## src/spr_pkg.sv

```systemverilog
package spr_pkg;

  // ----------------------------------------------------------------
  // clock and timing
  // ----------------------------------------------------------------
  localparam int CLK_HZ = 10_000_000;
  localparam int SHOW_MS = 2000;  // setpoint display hold after release
  localparam int SLOW_MS = 500;   // slow scroll step period
  localparam int FAST_MS = 100;   // fast scroll step period
  localparam int SHOW_CYC = CLK_HZ / 1000 * SHOW_MS;
  localparam int SLOW_CYC = CLK_HZ / 1000 * SLOW_MS;
  localparam int FAST_CYC = CLK_HZ / 1000 * FAST_MS;
  localparam int CNT_W = 25;

  // ----------------------------------------------------------------
  // channels, setpoint and display encoding
  // ----------------------------------------------------------------
  localparam int NCH = 6;
  localparam int NLINE = 3;
  localparam int LINE_W = 14;  // {overflow, exponent[4:0], digit_hi, digit_lo}
  localparam int PIN_W = NLINE * LINE_W + 7;
  localparam logic [3:0] MANT_ZERO = 4'h0;
  localparam logic [3:0] MANT_ONE = 4'h1;
  localparam logic [3:0] MANT_MAX = 4'h9;
  localparam logic [3:0] MANT_ATM = 4'hF;  // above-atmosphere setpoint code
  localparam logic signed [4:0] EXP_MIN = -5'sd12;
  localparam logic signed [4:0] EXP_MAX = 5'sd5;

  // ----------------------------------------------------------------
  // register map (byte offsets) and reset values
  // ----------------------------------------------------------------
  localparam logic [7:0] ADDR_POL = 8'h00;
  localparam logic [7:0] ADDR_ASN = 8'h04;
  localparam logic [7:0] ADDR_OVR = 8'h08;
  localparam logic [7:0] ADDR_STAT = 8'h0C;
  localparam logic [7:0] ADDR_SP0 = 8'h10;
  localparam logic [7:0] ADDR_SP5 = 8'h24;
  localparam logic [5:0] POL_RST = 6'h00;    // activation below setpoint
  localparam logic [3:0] ASN_RST = 4'h0;     // both ion gauges may drive
  localparam logic [11:0] OVR_RST = 12'h000; // all automatic
  localparam logic [1:0] OVR_AUTO = 2'h0;
  localparam logic [1:0] OVR_OFF = 2'h1;
  localparam logic [1:0] OVR_ON = 2'h2;
  localparam int STAT_ION1 = 6;
  localparam int STAT_ION2 = 7;
  localparam int STAT_SHOW = 8;
  localparam int STAT_SEL = 9;

  // ----------------------------------------------------------------
  // setpoint button handling states
  // ----------------------------------------------------------------
  typedef enum logic [2:0] {
    ST_IDLE = 3'h1,
    ST_HELD = 3'h2,
    ST_SHOW = 3'h4
  } spr_ui_t;

endpackage : spr_pkg

```

## src/spr_cmp_chan.sv

```systemverilog
`timescale 1ns/1ps

module spr_cmp_chan (
  input wire logic clk,                 // system clock
  input wire logic rst_n,               // async reset, active low
  input wire logic upd,                 // fresh pressure data may be used
  input wire logic [6:0] p_val,         // displayed two-digit mantissa 10..99
  input wire logic signed [4:0] p_exp,  // displayed exponent
  input wire logic p_ovf,               // display shows overflow
  input wire logic [3:0] sp_mant,       // setpoint mantissa or special code
  input wire logic signed [4:0] sp_exp, // setpoint exponent
  output logic below_q                  // pressure below setpoint, hysteretic
);

  // ----------------------------------------------------------------
  // thresholds: activate under sp, release at sp plus ten percent
  // ----------------------------------------------------------------
  logic [6:0] lo_val;
  logic [6:0] hi_val;
  logic exp_eq;
  logic lt_lo;
  logic ge_hi;
  logic below_d;

  assign lo_val = 7'(sp_mant) * 7'h0A;
  assign hi_val = lo_val + 7'(sp_mant);
  assign exp_eq = (p_exp == sp_exp);
  // exponent decides first, mantissa only within one decade
  assign lt_lo = (p_exp < sp_exp) || (exp_eq && (p_val < lo_val));
  assign ge_hi = (p_exp > sp_exp) || (exp_eq && (p_val >= hi_val));

  // next state: special setpoint codes before numeric compare
  always_comb begin
    below_d = below_q;
    if (sp_mant == spr_pkg::MANT_ZERO) begin
      below_d = 1'b0;
    end else if (sp_mant == spr_pkg::MANT_ATM) begin
      below_d = ~p_ovf;
    end else if (p_ovf) begin
      below_d = 1'b0;
    end else if (lt_lo) begin
      below_d = 1'b1;
    end else if (ge_hi) begin
      below_d = 1'b0;
    end
  end

  // state only moves on live (unfrozen) display data
  always_ff @(posedge clk or negedge rst_n) begin
    if (!rst_n) begin
      below_q <= 1'b0;
    end else if (upd) begin
      below_q <= below_d;
    end
  end

endmodule : spr_cmp_chan

```

## src/spr_relay_ctrl.sv

```systemverilog
// Register access over APB and the register offsets are this design's own decisions.
`timescale 1ns/1ps

// Functional notes
// - setpoint kept as mantissa digit plus exponent
// - compare against display data, no unit conversion
// - above-atmosphere setpoint active except on overflow
// - zero setpoint deactivates relay at polarity off, activates at polarity on
// - channels 1-2 ion, 3-4 gauge A, 5-6 B
// - channels 1 and 2 assignable to ion gauges
// - every channel has selectable polarity
// - indicators show actual relay state
// - button press shows selected setpoint on line
// - held button steps setpoint up or down
// - slow stepping, fast after decade crossing
// - two seconds after release, revert and store
// - relay from comparison or manual override
// - ten percent hysteresis on each setpoint
// - three-position override: on, off, automatic
// - polarity off activates below, on above
// - both ion gauges off releases relays 1-2
module spr_relay_ctrl #(
  parameter int SHOW_CYC = spr_pkg::SHOW_CYC,  // setpoint display hold
  parameter int SLOW_CYC = spr_pkg::SLOW_CYC,  // slow step period
  parameter int FAST_CYC = spr_pkg::FAST_CYC   // fast step period
) (
  input wire logic clk,                    // 10 MHz system clock
  input wire logic rst_n,                  // async reset, active low
  input wire logic [7:0] paddr,            // apb address
  input wire logic psel,                   // apb select
  input wire logic penable,                // apb enable
  input wire logic pwrite,                 // apb write
  input wire logic [31:0] pwdata,          // apb write data
  output logic [31:0] prdata,              // apb read data
  output logic pready,                     // apb ready
  output logic pslverr,                    // apb error on unmapped address
  input wire logic [3:0] line1_digit_hi,   // display line 1 first digit
  input wire logic [3:0] line1_digit_lo,   // display line 1 second digit
  input wire logic [4:0] line1_exp,        // display line 1 exponent
  input wire logic line1_ovf,              // display line 1 overflow
  input wire logic [3:0] line2_digit_hi,   // display line 2 first digit
  input wire logic [3:0] line2_digit_lo,   // display line 2 second digit
  input wire logic [4:0] line2_exp,        // display line 2 exponent
  input wire logic line2_ovf,              // display line 2 overflow
  input wire logic [3:0] line3_digit_hi,   // display line 3 first digit
  input wire logic [3:0] line3_digit_lo,   // display line 3 second digit
  input wire logic [4:0] line3_exp,        // display line 3 exponent
  input wire logic line3_ovf,              // display line 3 overflow
  input wire logic ion_gauge_one_on,       // first ion gauge running
  input wire logic ion_gauge_two_on,       // second ion gauge running
  input wire logic btn_up,                 // setpoint up button, high pressed
  input wire logic btn_down,               // setpoint down button, high pressed
  input wire logic [2:0] thumbwheel,       // channel select 1..6
  output logic [5:0] relay,                // relay drive, bit 0 is channel one
  output logic [5:0] relay_led,            // relay status indicators
  output logic [2:0] sp_show_line,         // one-hot line taken by setpoint
  output logic [3:0] sp_show_mant,         // setpoint mantissa shown
  output logic [4:0] sp_show_exp,          // setpoint exponent shown
  output logic nv_wr_stb,                  // store pulse to non-volatile memory
  output logic [2:0] nv_wr_chan,           // channel stored, 0 based
  output logic [3:0] nv_wr_mant,           // mantissa stored
  output logic [4:0] nv_wr_exp             // exponent stored
);

  // ----------------------------------------------------------------
  // functions
  // ----------------------------------------------------------------

  // setpoint register index from a bus address
  function automatic logic [2:0] sp_index(input logic [7:0] a);
    logic [7:0] off;
    off = a - spr_pkg::ADDR_SP0;
    return off[4:2];
  endfunction : sp_index

  // one scroll step: returns {decade crossed, mantissa, exponent}
  function automatic logic [9:0] step_sp(input logic up, input logic [3:0] m,
                                         input logic signed [4:0] e);
    logic [3:0] nm;
    logic signed [4:0] ne;
    logic cr;
    nm = m;
    ne = e;
    cr = 1'b0;
    if (up) begin
      if (m == spr_pkg::MANT_ZERO) begin
        nm = spr_pkg::MANT_ONE;
        ne = spr_pkg::EXP_MIN;
      end else if (m == spr_pkg::MANT_ATM) begin
        nm = m;
      end else if (m < spr_pkg::MANT_MAX) begin
        nm = m + 4'h1;
      end else if (e == spr_pkg::EXP_MAX) begin
        nm = spr_pkg::MANT_ATM;
      end else begin
        nm = spr_pkg::MANT_ONE;
        ne = e + 5'sd1;
        cr = 1'b1;
      end
    end else begin
      if (m == spr_pkg::MANT_ZERO) begin
        nm = m;
      end else if (m == spr_pkg::MANT_ATM) begin
        nm = spr_pkg::MANT_MAX;
        ne = spr_pkg::EXP_MAX;
      end else if (m > spr_pkg::MANT_ONE) begin
        nm = m - 4'h1;
      end else if (e == spr_pkg::EXP_MIN) begin
        nm = spr_pkg::MANT_ZERO;
      end else begin
        nm = spr_pkg::MANT_MAX;
        ne = e - 5'sd1;
        cr = 1'b1;
      end
    end
    return {cr, nm, ne};
  endfunction : step_sp

  // ----------------------------------------------------------------
  // pin synchroniser: three stages, change taken when 2 and 3 agree
  // ----------------------------------------------------------------
  logic [spr_pkg::PIN_W-1:0] pin_raw;
  logic [spr_pkg::PIN_W-1:0] s1_q;
  logic [spr_pkg::PIN_W-1:0] s2_q;
  logic [spr_pkg::PIN_W-1:0] s3_q;
  logic [spr_pkg::PIN_W-1:0] flt_q;
  logic [spr_pkg::PIN_W-1:0] flt_d;

  assign pin_raw = {thumbwheel, btn_down, btn_up, ion_gauge_two_on, ion_gauge_one_on,
                    line3_ovf, line3_exp, line3_digit_hi, line3_digit_lo,
                    line2_ovf, line2_exp, line2_digit_hi, line2_digit_lo,
                    line1_ovf, line1_exp, line1_digit_hi, line1_digit_lo};
  assign flt_d = (~(s2_q ^ s3_q) & s3_q) | ((s2_q ^ s3_q) & flt_q);

  // synchroniser and agreement filter
  always_ff @(posedge clk or negedge rst_n) begin
    if (!rst_n) begin
      s1_q <= '0;
      s2_q <= '0;
      s3_q <= '0;
      flt_q <= '0;
    end else begin
      s1_q <= pin_raw;
      s2_q <= s1_q;
      s3_q <= s2_q;
      flt_q <= flt_d;
    end
  end

  // ----------------------------------------------------------------
  // filtered operator and gauge signals
  // ----------------------------------------------------------------
  localparam int PB = spr_pkg::NLINE * spr_pkg::LINE_W;
  logic ion1;
  logic ion2;
  logic up_s;
  logic dn_s;
  logic [2:0] thumb_s;
  logic [6:0] ln_val [spr_pkg::NLINE];
  logic signed [4:0] ln_exp [spr_pkg::NLINE];
  logic ln_ovf [spr_pkg::NLINE];

  assign ion1 = flt_q[PB];
  assign ion2 = flt_q[PB+1];
  assign up_s = flt_q[PB+2];
  assign dn_s = flt_q[PB+3];
  assign thumb_s = flt_q[PB+6:PB+4];

  // display lines as two-digit value, exponent and overflow
  for (genvar l = 0; l < spr_pkg::NLINE; l++) begin : g_line
    localparam int B = l * spr_pkg::LINE_W;
    assign ln_val[l] = 7'(flt_q[B+7:B+4]) * 7'h0A + 7'(flt_q[B+3:B]);
    assign ln_exp[l] = $signed(flt_q[B+12:B+8]);
    assign ln_ovf[l] = flt_q[B+13];
  end

  // ----------------------------------------------------------------
  // registers
  // ----------------------------------------------------------------
  logic [5:0] pol_q;
  logic [3:0] asn_q;
  logic [11:0] ovr_q;
  logic [3:0] sp_mant_q [spr_pkg::NCH];
  logic signed [4:0] sp_exp_q [spr_pkg::NCH];
  logic [5:0] relay_q;
  spr_pkg::spr_ui_t ui_q;
  logic [2:0] sel_q;
  logic fast_q;
  logic btn_prev_q;
  logic [spr_pkg::CNT_W-1:0] tmr_q;

  // ----------------------------------------------------------------
  // apb slave decode
  // ----------------------------------------------------------------
  logic hit_pol;
  logic hit_asn;
  logic hit_ovr;
  logic hit_stat;
  logic hit_sp;
  logic mapped;
  logic setup_ph;
  logic wr_en;
  logic [2:0] bus_idx;
  logic [31:0] stat_word;
  logic [31:0] rd_mux;

  assign hit_pol = (paddr == spr_pkg::ADDR_POL);
  assign hit_asn = (paddr == spr_pkg::ADDR_ASN);
  assign hit_ovr = (paddr == spr_pkg::ADDR_OVR);
  assign hit_stat = (paddr == spr_pkg::ADDR_STAT);
  assign hit_sp = (paddr >= spr_pkg::ADDR_SP0) && (paddr <= spr_pkg::ADDR_SP5) &&
                  (paddr[1:0] == 2'h0);
  assign mapped = hit_pol | hit_asn | hit_ovr | hit_stat | hit_sp;
  assign setup_ph = psel & ~penable & ~pready;
  assign wr_en = psel & penable & pready & pwrite & mapped;
  assign bus_idx = sp_index(paddr);
  assign stat_word = {20'h00000, sel_q, ui_q != spr_pkg::ST_IDLE, ion2, ion1, relay_q};
  assign rd_mux = hit_pol ? {26'h0000000, pol_q} :
                  hit_asn ? {28'h0000000, asn_q} :
                  hit_ovr ? {20'h00000, ovr_q} :
                  hit_stat ? stat_word :
                  hit_sp ? {23'h000000, sp_exp_q[bus_idx], sp_mant_q[bus_idx]} :
                  32'h00000000;

  // answer one cycle after setup; read data captured with it
  always_ff @(posedge clk or negedge rst_n) begin
    if (!rst_n) begin
      pready <= 1'b0;
      pslverr <= 1'b0;
      prdata <= 32'h00000000;
    end else begin
      pready <= setup_ph;
      pslverr <= setup_ph & ~mapped;
      prdata <= setup_ph ? rd_mux : 32'h00000000;
    end
  end

  // control registers written by software
  always_ff @(posedge clk or negedge rst_n) begin
    if (!rst_n) begin
      pol_q <= spr_pkg::POL_RST;
      asn_q <= spr_pkg::ASN_RST;
      ovr_q <= spr_pkg::OVR_RST;
    end else if (wr_en) begin
      if (hit_pol) pol_q <= pwdata[5:0];
      if (hit_asn) asn_q <= pwdata[3:0];
      if (hit_ovr) ovr_q <= pwdata[11:0];
    end
  end

  // ----------------------------------------------------------------
  // setpoint buttons: select, scroll, display hold
  // ----------------------------------------------------------------
  logic held;
  logic press;
  logic thumb_ok;
  logic [2:0] thumb_idx;
  logic [spr_pkg::CNT_W-1:0] step_end;
  logic step_now;
  logic show_end;
  logic [9:0] step_res;

  assign held = up_s | dn_s;
  assign press = held & ~btn_prev_q;
  assign thumb_ok = (thumb_s != 3'h0) && (thumb_s != 3'h7);
  assign thumb_idx = thumb_s - 3'h1;
  assign step_end = fast_q ? spr_pkg::CNT_W'(FAST_CYC - 1) : spr_pkg::CNT_W'(SLOW_CYC - 1);
  assign step_now = (ui_q == spr_pkg::ST_HELD) && held && (tmr_q == step_end);
  assign show_end = (ui_q == spr_pkg::ST_SHOW) && !press &&
                    (tmr_q == spr_pkg::CNT_W'(SHOW_CYC - 1));
  assign step_res = step_sp(up_s, sp_mant_q[sel_q], sp_exp_q[sel_q]);

  // button state machine and its timer
  always_ff @(posedge clk or negedge rst_n) begin
    if (!rst_n) begin
      ui_q <= spr_pkg::ST_IDLE;
      sel_q <= 3'h0;
      fast_q <= 1'b0;
      btn_prev_q <= 1'b0;
      tmr_q <= '0;
    end else begin
      btn_prev_q <= held;
      unique case (ui_q)
        spr_pkg::ST_IDLE: begin
          tmr_q <= '0;
          fast_q <= 1'b0;
          if (press && thumb_ok) begin
            ui_q <= spr_pkg::ST_HELD;
            sel_q <= thumb_idx;
          end
        end
        spr_pkg::ST_HELD: begin
          if (!held) begin
            ui_q <= spr_pkg::ST_SHOW;
            tmr_q <= '0;
          end else if (step_now) begin
            tmr_q <= '0;
            if (step_res[9]) fast_q <= 1'b1;
          end else begin
            tmr_q <= tmr_q + 1'b1;
          end
        end
        spr_pkg::ST_SHOW: begin
          if (press) begin
            ui_q <= spr_pkg::ST_HELD;  // re-press keeps channel
            fast_q <= 1'b0;
            tmr_q <= '0;
          end else if (show_end) begin
            ui_q <= spr_pkg::ST_IDLE;
          end else begin
            tmr_q <= tmr_q + 1'b1;
          end
        end
      endcase
    end
  end

  // setpoint storage: scroll steps win over a bus write
  always_ff @(posedge clk or negedge rst_n) begin
    if (!rst_n) begin
      for (int i = 0; i < spr_pkg::NCH; i++) begin
        sp_mant_q[i] <= spr_pkg::MANT_ZERO;
        sp_exp_q[i] <= spr_pkg::EXP_MIN;
      end
    end else if (step_now) begin
      sp_mant_q[sel_q] <= step_res[8:5];
      sp_exp_q[sel_q] <= step_res[4:0];
    end else if (wr_en && hit_sp) begin
      sp_mant_q[bus_idx] <= pwdata[3:0];
      sp_exp_q[bus_idx] <= pwdata[8:4];
    end
  end

  // setpoint display and non-volatile store
  always_ff @(posedge clk or negedge rst_n) begin
    if (!rst_n) begin
      sp_show_line <= 3'h0;
      sp_show_mant <= 4'h0;
      sp_show_exp <= 5'h00;
      nv_wr_stb <= 1'b0;
      nv_wr_chan <= 3'h0;
      nv_wr_mant <= 4'h0;
      nv_wr_exp <= 5'h00;
    end else begin
      sp_show_line <= (ui_q == spr_pkg::ST_IDLE || show_end) ? 3'h0 :
                      3'h1 << (sel_q >> 1);
      sp_show_mant <= sp_mant_q[sel_q];
      sp_show_exp <= sp_exp_q[sel_q];
      nv_wr_stb <= show_end;
      if (show_end) begin
        nv_wr_chan <= sel_q;
        nv_wr_mant <= sp_mant_q[sel_q];
        nv_wr_exp <= sp_exp_q[sel_q];
      end
    end
  end

  // ----------------------------------------------------------------
  // channel comparison and relay drive
  // ----------------------------------------------------------------
  logic upd;
  logic [5:0] below;
  logic [5:0] relay_d;

  // display data is frozen while a setpoint occupies the display
  assign upd = (ui_q == spr_pkg::ST_IDLE);

  for (genvar c = 0; c < spr_pkg::NCH; c++) begin : g_chan
    localparam int L = c / 2;
    logic ion_ok;
    logic auto_on;
    logic [1:0] ovr;

    spr_cmp_chan u_cmp (
      .clk(clk),
      .rst_n(rst_n),
      .upd(upd),
      .p_val(ln_val[L]),
      .p_exp(ln_exp[L]),
      .p_ovf(ln_ovf[L]),
      .sp_mant(sp_mant_q[c]),
      .sp_exp(sp_exp_q[c]),
      .below_q(below[c])
    );

    if (c < 2) begin : g_ion
      // an inhibit bit set means that gauge forces the relay off
      assign ion_ok = ((ion1 & ~asn_q[2*c]) | (ion2 & ~asn_q[2*c+1])) &
                      ~((ion1 & asn_q[2*c]) | (ion2 & asn_q[2*c+1]));
    end else begin : g_noion
      assign ion_ok = 1'b1;
    end

    assign auto_on = ion_ok & (pol_q[c] ? ~below[c] : below[c]);
    assign ovr = ovr_q[2*c+1:2*c];
    assign relay_d[c] = (ovr == spr_pkg::OVR_ON) ? 1'b1 :
                        (ovr == spr_pkg::OVR_OFF) ? 1'b0 :
                        auto_on;
  end

  // relay contacts and their indicators
  always_ff @(posedge clk or negedge rst_n) begin
    if (!rst_n) begin
      relay_q <= 6'h00;
      relay <= 6'h00;
      relay_led <= 6'h00;
    end else begin
      relay_q <= relay_d;
      relay <= relay_d;
      relay_led <= relay_d;
    end
  end

endmodule : spr_relay_ctrl

```

## config.mk

```make
export PLATFORM = sky130hd
export DESIGN_NAME = spr_relay_ctrl
export DESIGN_NICKNAME = d
export VERILOG_FILES = /design/src/spr_pkg.sv /design/src/spr_cmp_chan.sv /design/src/spr_relay_ctrl.sv
export SDC_FILE = /design/constraint.sdc
export NUM_CORES = 1
export LEC_CHECK = 0
export ABC_CLOCK_PERIOD_IN_PS = 11550
export BUFFER_PORTS_ARGS = -buffer_cell sky130_fd_sc_hd__buf_2
export CORE_ASPECT_RATIO = 1.4
export CORE_MARGIN = 5
export CORE_UTILIZATION = 50
export DETAILED_ROUTE_END_ITERATION = 7
export PLACE_DENSITY = 0.68
export SLEW_MARGIN = 20
export SYNTH_ARGS = -nofsm -noshare
export SYNTH_HDL_FRONTEND = slang
export SYNTH_HIERARCHICAL = 1
export SYNTH_SLANG_ARGS = --single-unit
export TNS_END_PERCENT = 30
```

## constraint.sdc

```tcl
create_clock -name clk -period 11.55 [get_ports clk]
set_input_delay 1.7325 -clock clk [delete_from_list [all_inputs] [get_ports clk]]
set_output_delay 1.7325 -clock clk [all_outputs]
set_load 0.02 [all_outputs]
```

==> summary.txt <==
Critical path
  • Crit path DAT: around 5.3 ns
  • Ordered cell list for the critical path: nor2_1 > a22oi_1 > nand2_1 > inv_1 > ha_1 > inv_1 > or3_1 > and2_1 > o211ai_1 > mux2i_1 > nor2_1 > nor4b_2 > o21ai_0
  • CP Max Fanout: 24
  • Delay-heaviest family, CP: simple AND/OR/NAND/NOR gates
  • Crit start category: flop
  • Slowest stage delay, CP: 1.05 ns
  • Slowest cell on crit path: dfrtp_1
  • Worst setup EP type: flop
  • Flop2flop setup slack: 6.63 ns
  • Req. time, crit path: 11.91 ns
  • CP Buf/Inv Count: 2
  • Critical Setup Path Class: flop to flop

GRT
  • All-layer global routing usage: 0.217
  • Global-route wire length before repair: approximately 74000 um
  • Largest net degree at the start of global routing: roughly 180
  • Vias in the first global route: 13800
  • Total gr overflow: 0
  • Initial antenna violation count: 0

Floorplanning
  • Core area: 0.0374 mm2
  • Starting Density: 0.505
  • Die Ht: around 240 um
  • DIE AREA: 0.0418 mm2
  • Rows: 84
  • DIE WIDTH: about 170 um
  • Top Ports: approximately 170

Run
  • MaxCap Viol Count: 0

Synthesis
  • Post-synth top flop: dfrtp_1
  • Cells after synthesis: roughly 1700
  • Synth Area per Inst: around 11 um2
  • Leading post-synthesis cells by cell area: dfrtp_1 (45%), ha_1 (11%), maj3_1 (2.6%), inv_1 (2.5%), xnor2_1 (2.3%)
  • FFs w/ async S/R, synth: 1.00
  • Synth unique cells: 84
  • Yosys warnings: 6
  • Post-synth EDFFs: 0
  • Sequential fraction of the synthesis area: 0.473
  • Cell taking the most area after synthesis: dfrtp_1
  • Synthesis-stage register bit count: about 360
  • Top cell type's share of synthesized area: 0.454
  • Mapped cell area: 0.0189 mm2

Route
  • Via-per-instance ratio: 5.83
  • DR WL/cell: slightly below 20 um
  • DR DRC count: 0
  • Vias: 13600
  • First-pass DRT Iterations: 7
  • Number of DRC markers in iteration 0: 876
  • Final ANT Viol Nets: 0
  • Final WL: 45500 um

Outcome
  • Status: finished, final reports clean

Power
  • Power Dens Cells: roughly 140 mW/mm2
  • Net Sw Frac: 0.265
  • Seq pwr share: 0.445
  • Peak VDD IR: 98.2 uV
  • P_int: 0.00221 W
  • Clock network power share: 0.399
  • Comb power frac: 0.155
  • NetSw: 0.000797 W
  • Leakage Power: 9.93 nW

STA
  • Final hold slack: 0.341 ns
  • Final period utilization: 0.426
  • Tmin final: 4.92 ns
  • Setup_tns: 0 ns
  • Fmax: between 200 and 250 MHz
  • Slew Viols, Final: 0
  • Actual slew at the worst max-slew pin: 1.07 ns
  • RSZ-0062 raised after global routing: no
  • Skew final: 0.0164 ns
  • Final hold violations: 0
  • Slew HR: 0.288
  • Final Setup Violations: 0

Finish
  • Layout Cells excl Fill: 2331
  • ANT cells: 0
  • Fin area: 0.0211 mm2
  • Share of layout cells above drive strength 1: 0.151
  • Fin nets: 2118
  • Area delta synth->final: 12.0%

Place
  • Inst Count DP: around 2300
  • Hpwl dp: 33100 um
  • PortBufs: approximately 120
  • Placed Instance Area: ~0.020 mm2
  • Routability cong.: 0.944

CTS
  • Post-CTS Hold Fix Bufs: 0
  • PostCTS Resize Cnt: 0
  • CTS clock-pin slew for the worst setup and hold paths: 0.07 ns
  • TritonCTS clock tree: built
  • CTS root buffer: clkbuf_16
  • Sink Count: about 360
  • Clock Latency Late Sink: approximately 0.53 ns
  • Total CTS buffers: 36
  • CTS H-tree lvls: 2
  • Clock buffer depth: 3
  • Postcts setup bufs: 0

Worst hold path
  • Worst hold-check path type: flop to flop
## power groups by stage
| stage | Clock [W] | Sequential (W) | Combinational [W] |
|---|---|---|---|
| after floorplan | 0 | 0.00135 | 0.000329 |
| after global placement | 0 | 0.00136 | 0.000444 |
| after detailed placement | 0 | 0.00136 | 0.000467 |
| after CTS | 0.00124 | 0.00134 | 0.000471 |
| after global routing | 0.00128 | 0.00135 | 0.000539 |
| final | 0.00120 | 0.00134 | 0.000467 |
## cells in the final DEF, fill, tap and decap left out, types with 8 or more instances in the layout
| master | instances |
|---|---|
| mux2_2 | 34 |
| o21ai_0 | 85 |
| ha_1 | 172 |
| a21oi_1 | 77 |
| o211ai_1 | 24 |
| xnor2_1 | 50 |
| a2111oi_0 | 8 |
| conb_1 | 20 |
| mux4_2 | 11 |
| nand4_1 | 13 |
| inv_1 | 124 |
| xor2_1 | 25 |
| nand3b_1 | 9 |
| buf_2 | 123 |
| clkbuf_16 | 37 |
| a31oi_1 | 13 |
| and4_1 | 8 |
| a32oi_1 | 10 |
| dfrtp_1 | 343 |
| a22oi_1 | 41 |
| nand2b_1 | 24 |
| nand3_1 | 39 |
| nor2b_1 | 26 |
| buf_4 | 11 |
| fa_1 | 18 |
| a21o_1 | 19 |
| and3_1 | 16 |
| mux2i_1 | 26 |
| dfstp_2 | 13 |
| nor2_1 | 102 |
| nand4b_1 | 9 |
| maj3_1 | 49 |
| nor3_1 | 21 |
| nand2_1 | 101 |
## per-layer routing
| layer | GRT usage | wire length, um | up-vias |
|---|---|---|---|
| li1 | - | - | 6336 |
| met1 | 0.264 | 18100 | 6651 |
| met2 | 0.375 | 22300 | 465 |
| met3 | 0.0387 | 2790 | 145 |
| met4 | 0.104 | 2360 | 0 |
| met5 | 0 | 0 | - |
## layout make-up
cell class / instances / area [um2]
fill: 3232 / 16300
multi-input combinational: 1178 / 9200
sequential: 356 / 8920
clock buffer: 49 / 1040
timing repair buffer: 137 / 744
tap: 473 / 592
inverter: 125 / 469
clock inverter: 13 / 176
## Yosys cell counts (27+ instances only)
| library cell | instances |
|---|---|
| maj3_1 | 49 |
| a22oi_1 | 41 |
| a21oi_1 | 77 |
| mux2_2 | 34 |
| buf_4 | 27 |
| clkbuf_1 | 36 |
| nor2_1 | 102 |
| ha_1 | 172 |
| dfrtp_1 | 343 |
| xnor2_1 | 50 |
| nand3_1 | 39 |
| o21ai_0 | 86 |
| inv_1 | 124 |
| nand2_1 | 101 |
## worst paths after layout
check	from	to	cells past startpoint
worst max register to register	sel_q[2]$_DFFE_PN0P_	sp_exp_q[6]$_DFFE_PN0P_	13
min in group asynchronous	rst_n	s3_q[28]$_DFF_PN0_	1
worst min register to register	s1_q[39]$_DFF_PN0_	s2_q[39]$_DFF_PN0_	0
max in group asynchronous	rst_n	tmr_q[12]$_DFFE_PN0P_	2
worst max-delay path	sel_q[2]$_DFFE_PN0P_	sp_exp_q[6]$_DFFE_PN0P_	13
worst min-delay path	s1_q[39]$_DFF_PN0_	s2_q[39]$_DFF_PN0_	0
## cell families (layout without fill, tap and decap cells)
| family | Yosys count | in the layout | synth area share |
|---|---|---|---|
| XOR/XNOR | 75 | 75 | 0.0348 |
| flip-flops | 356 | 356 | 0.473 |
| buffers and inverters | 199 | 324 | 0.0454 |
| multiplexers | 73 | 73 | 0.0488 |
| AND/OR/NAND/NOR | 432 | 432 | 0.123 |
| other | 1 | 20 | 0.000199 |
| adder cells (fa/ha/maj) | 239 | 239 | 0.159 |
| AO/OA/AOI/OAI | 339 | 339 | 0.116 |
## metrics by stage
step | power, W | setup WS (ns) | util
finish | 0.00301 | 6.63 | 0.565
global route | 0.00317 | 6.50 | 0.565
CTS | 0.00305 | 6.79 | 0.565
detailed placement | 0.00183 | 6.55 | 0.532
global placement | 0.00181 | 6.37 | 0.532
floorplan | 0.00168 | 7.52 | -
No activity file was read; power rests on OpenSTA's default activity.
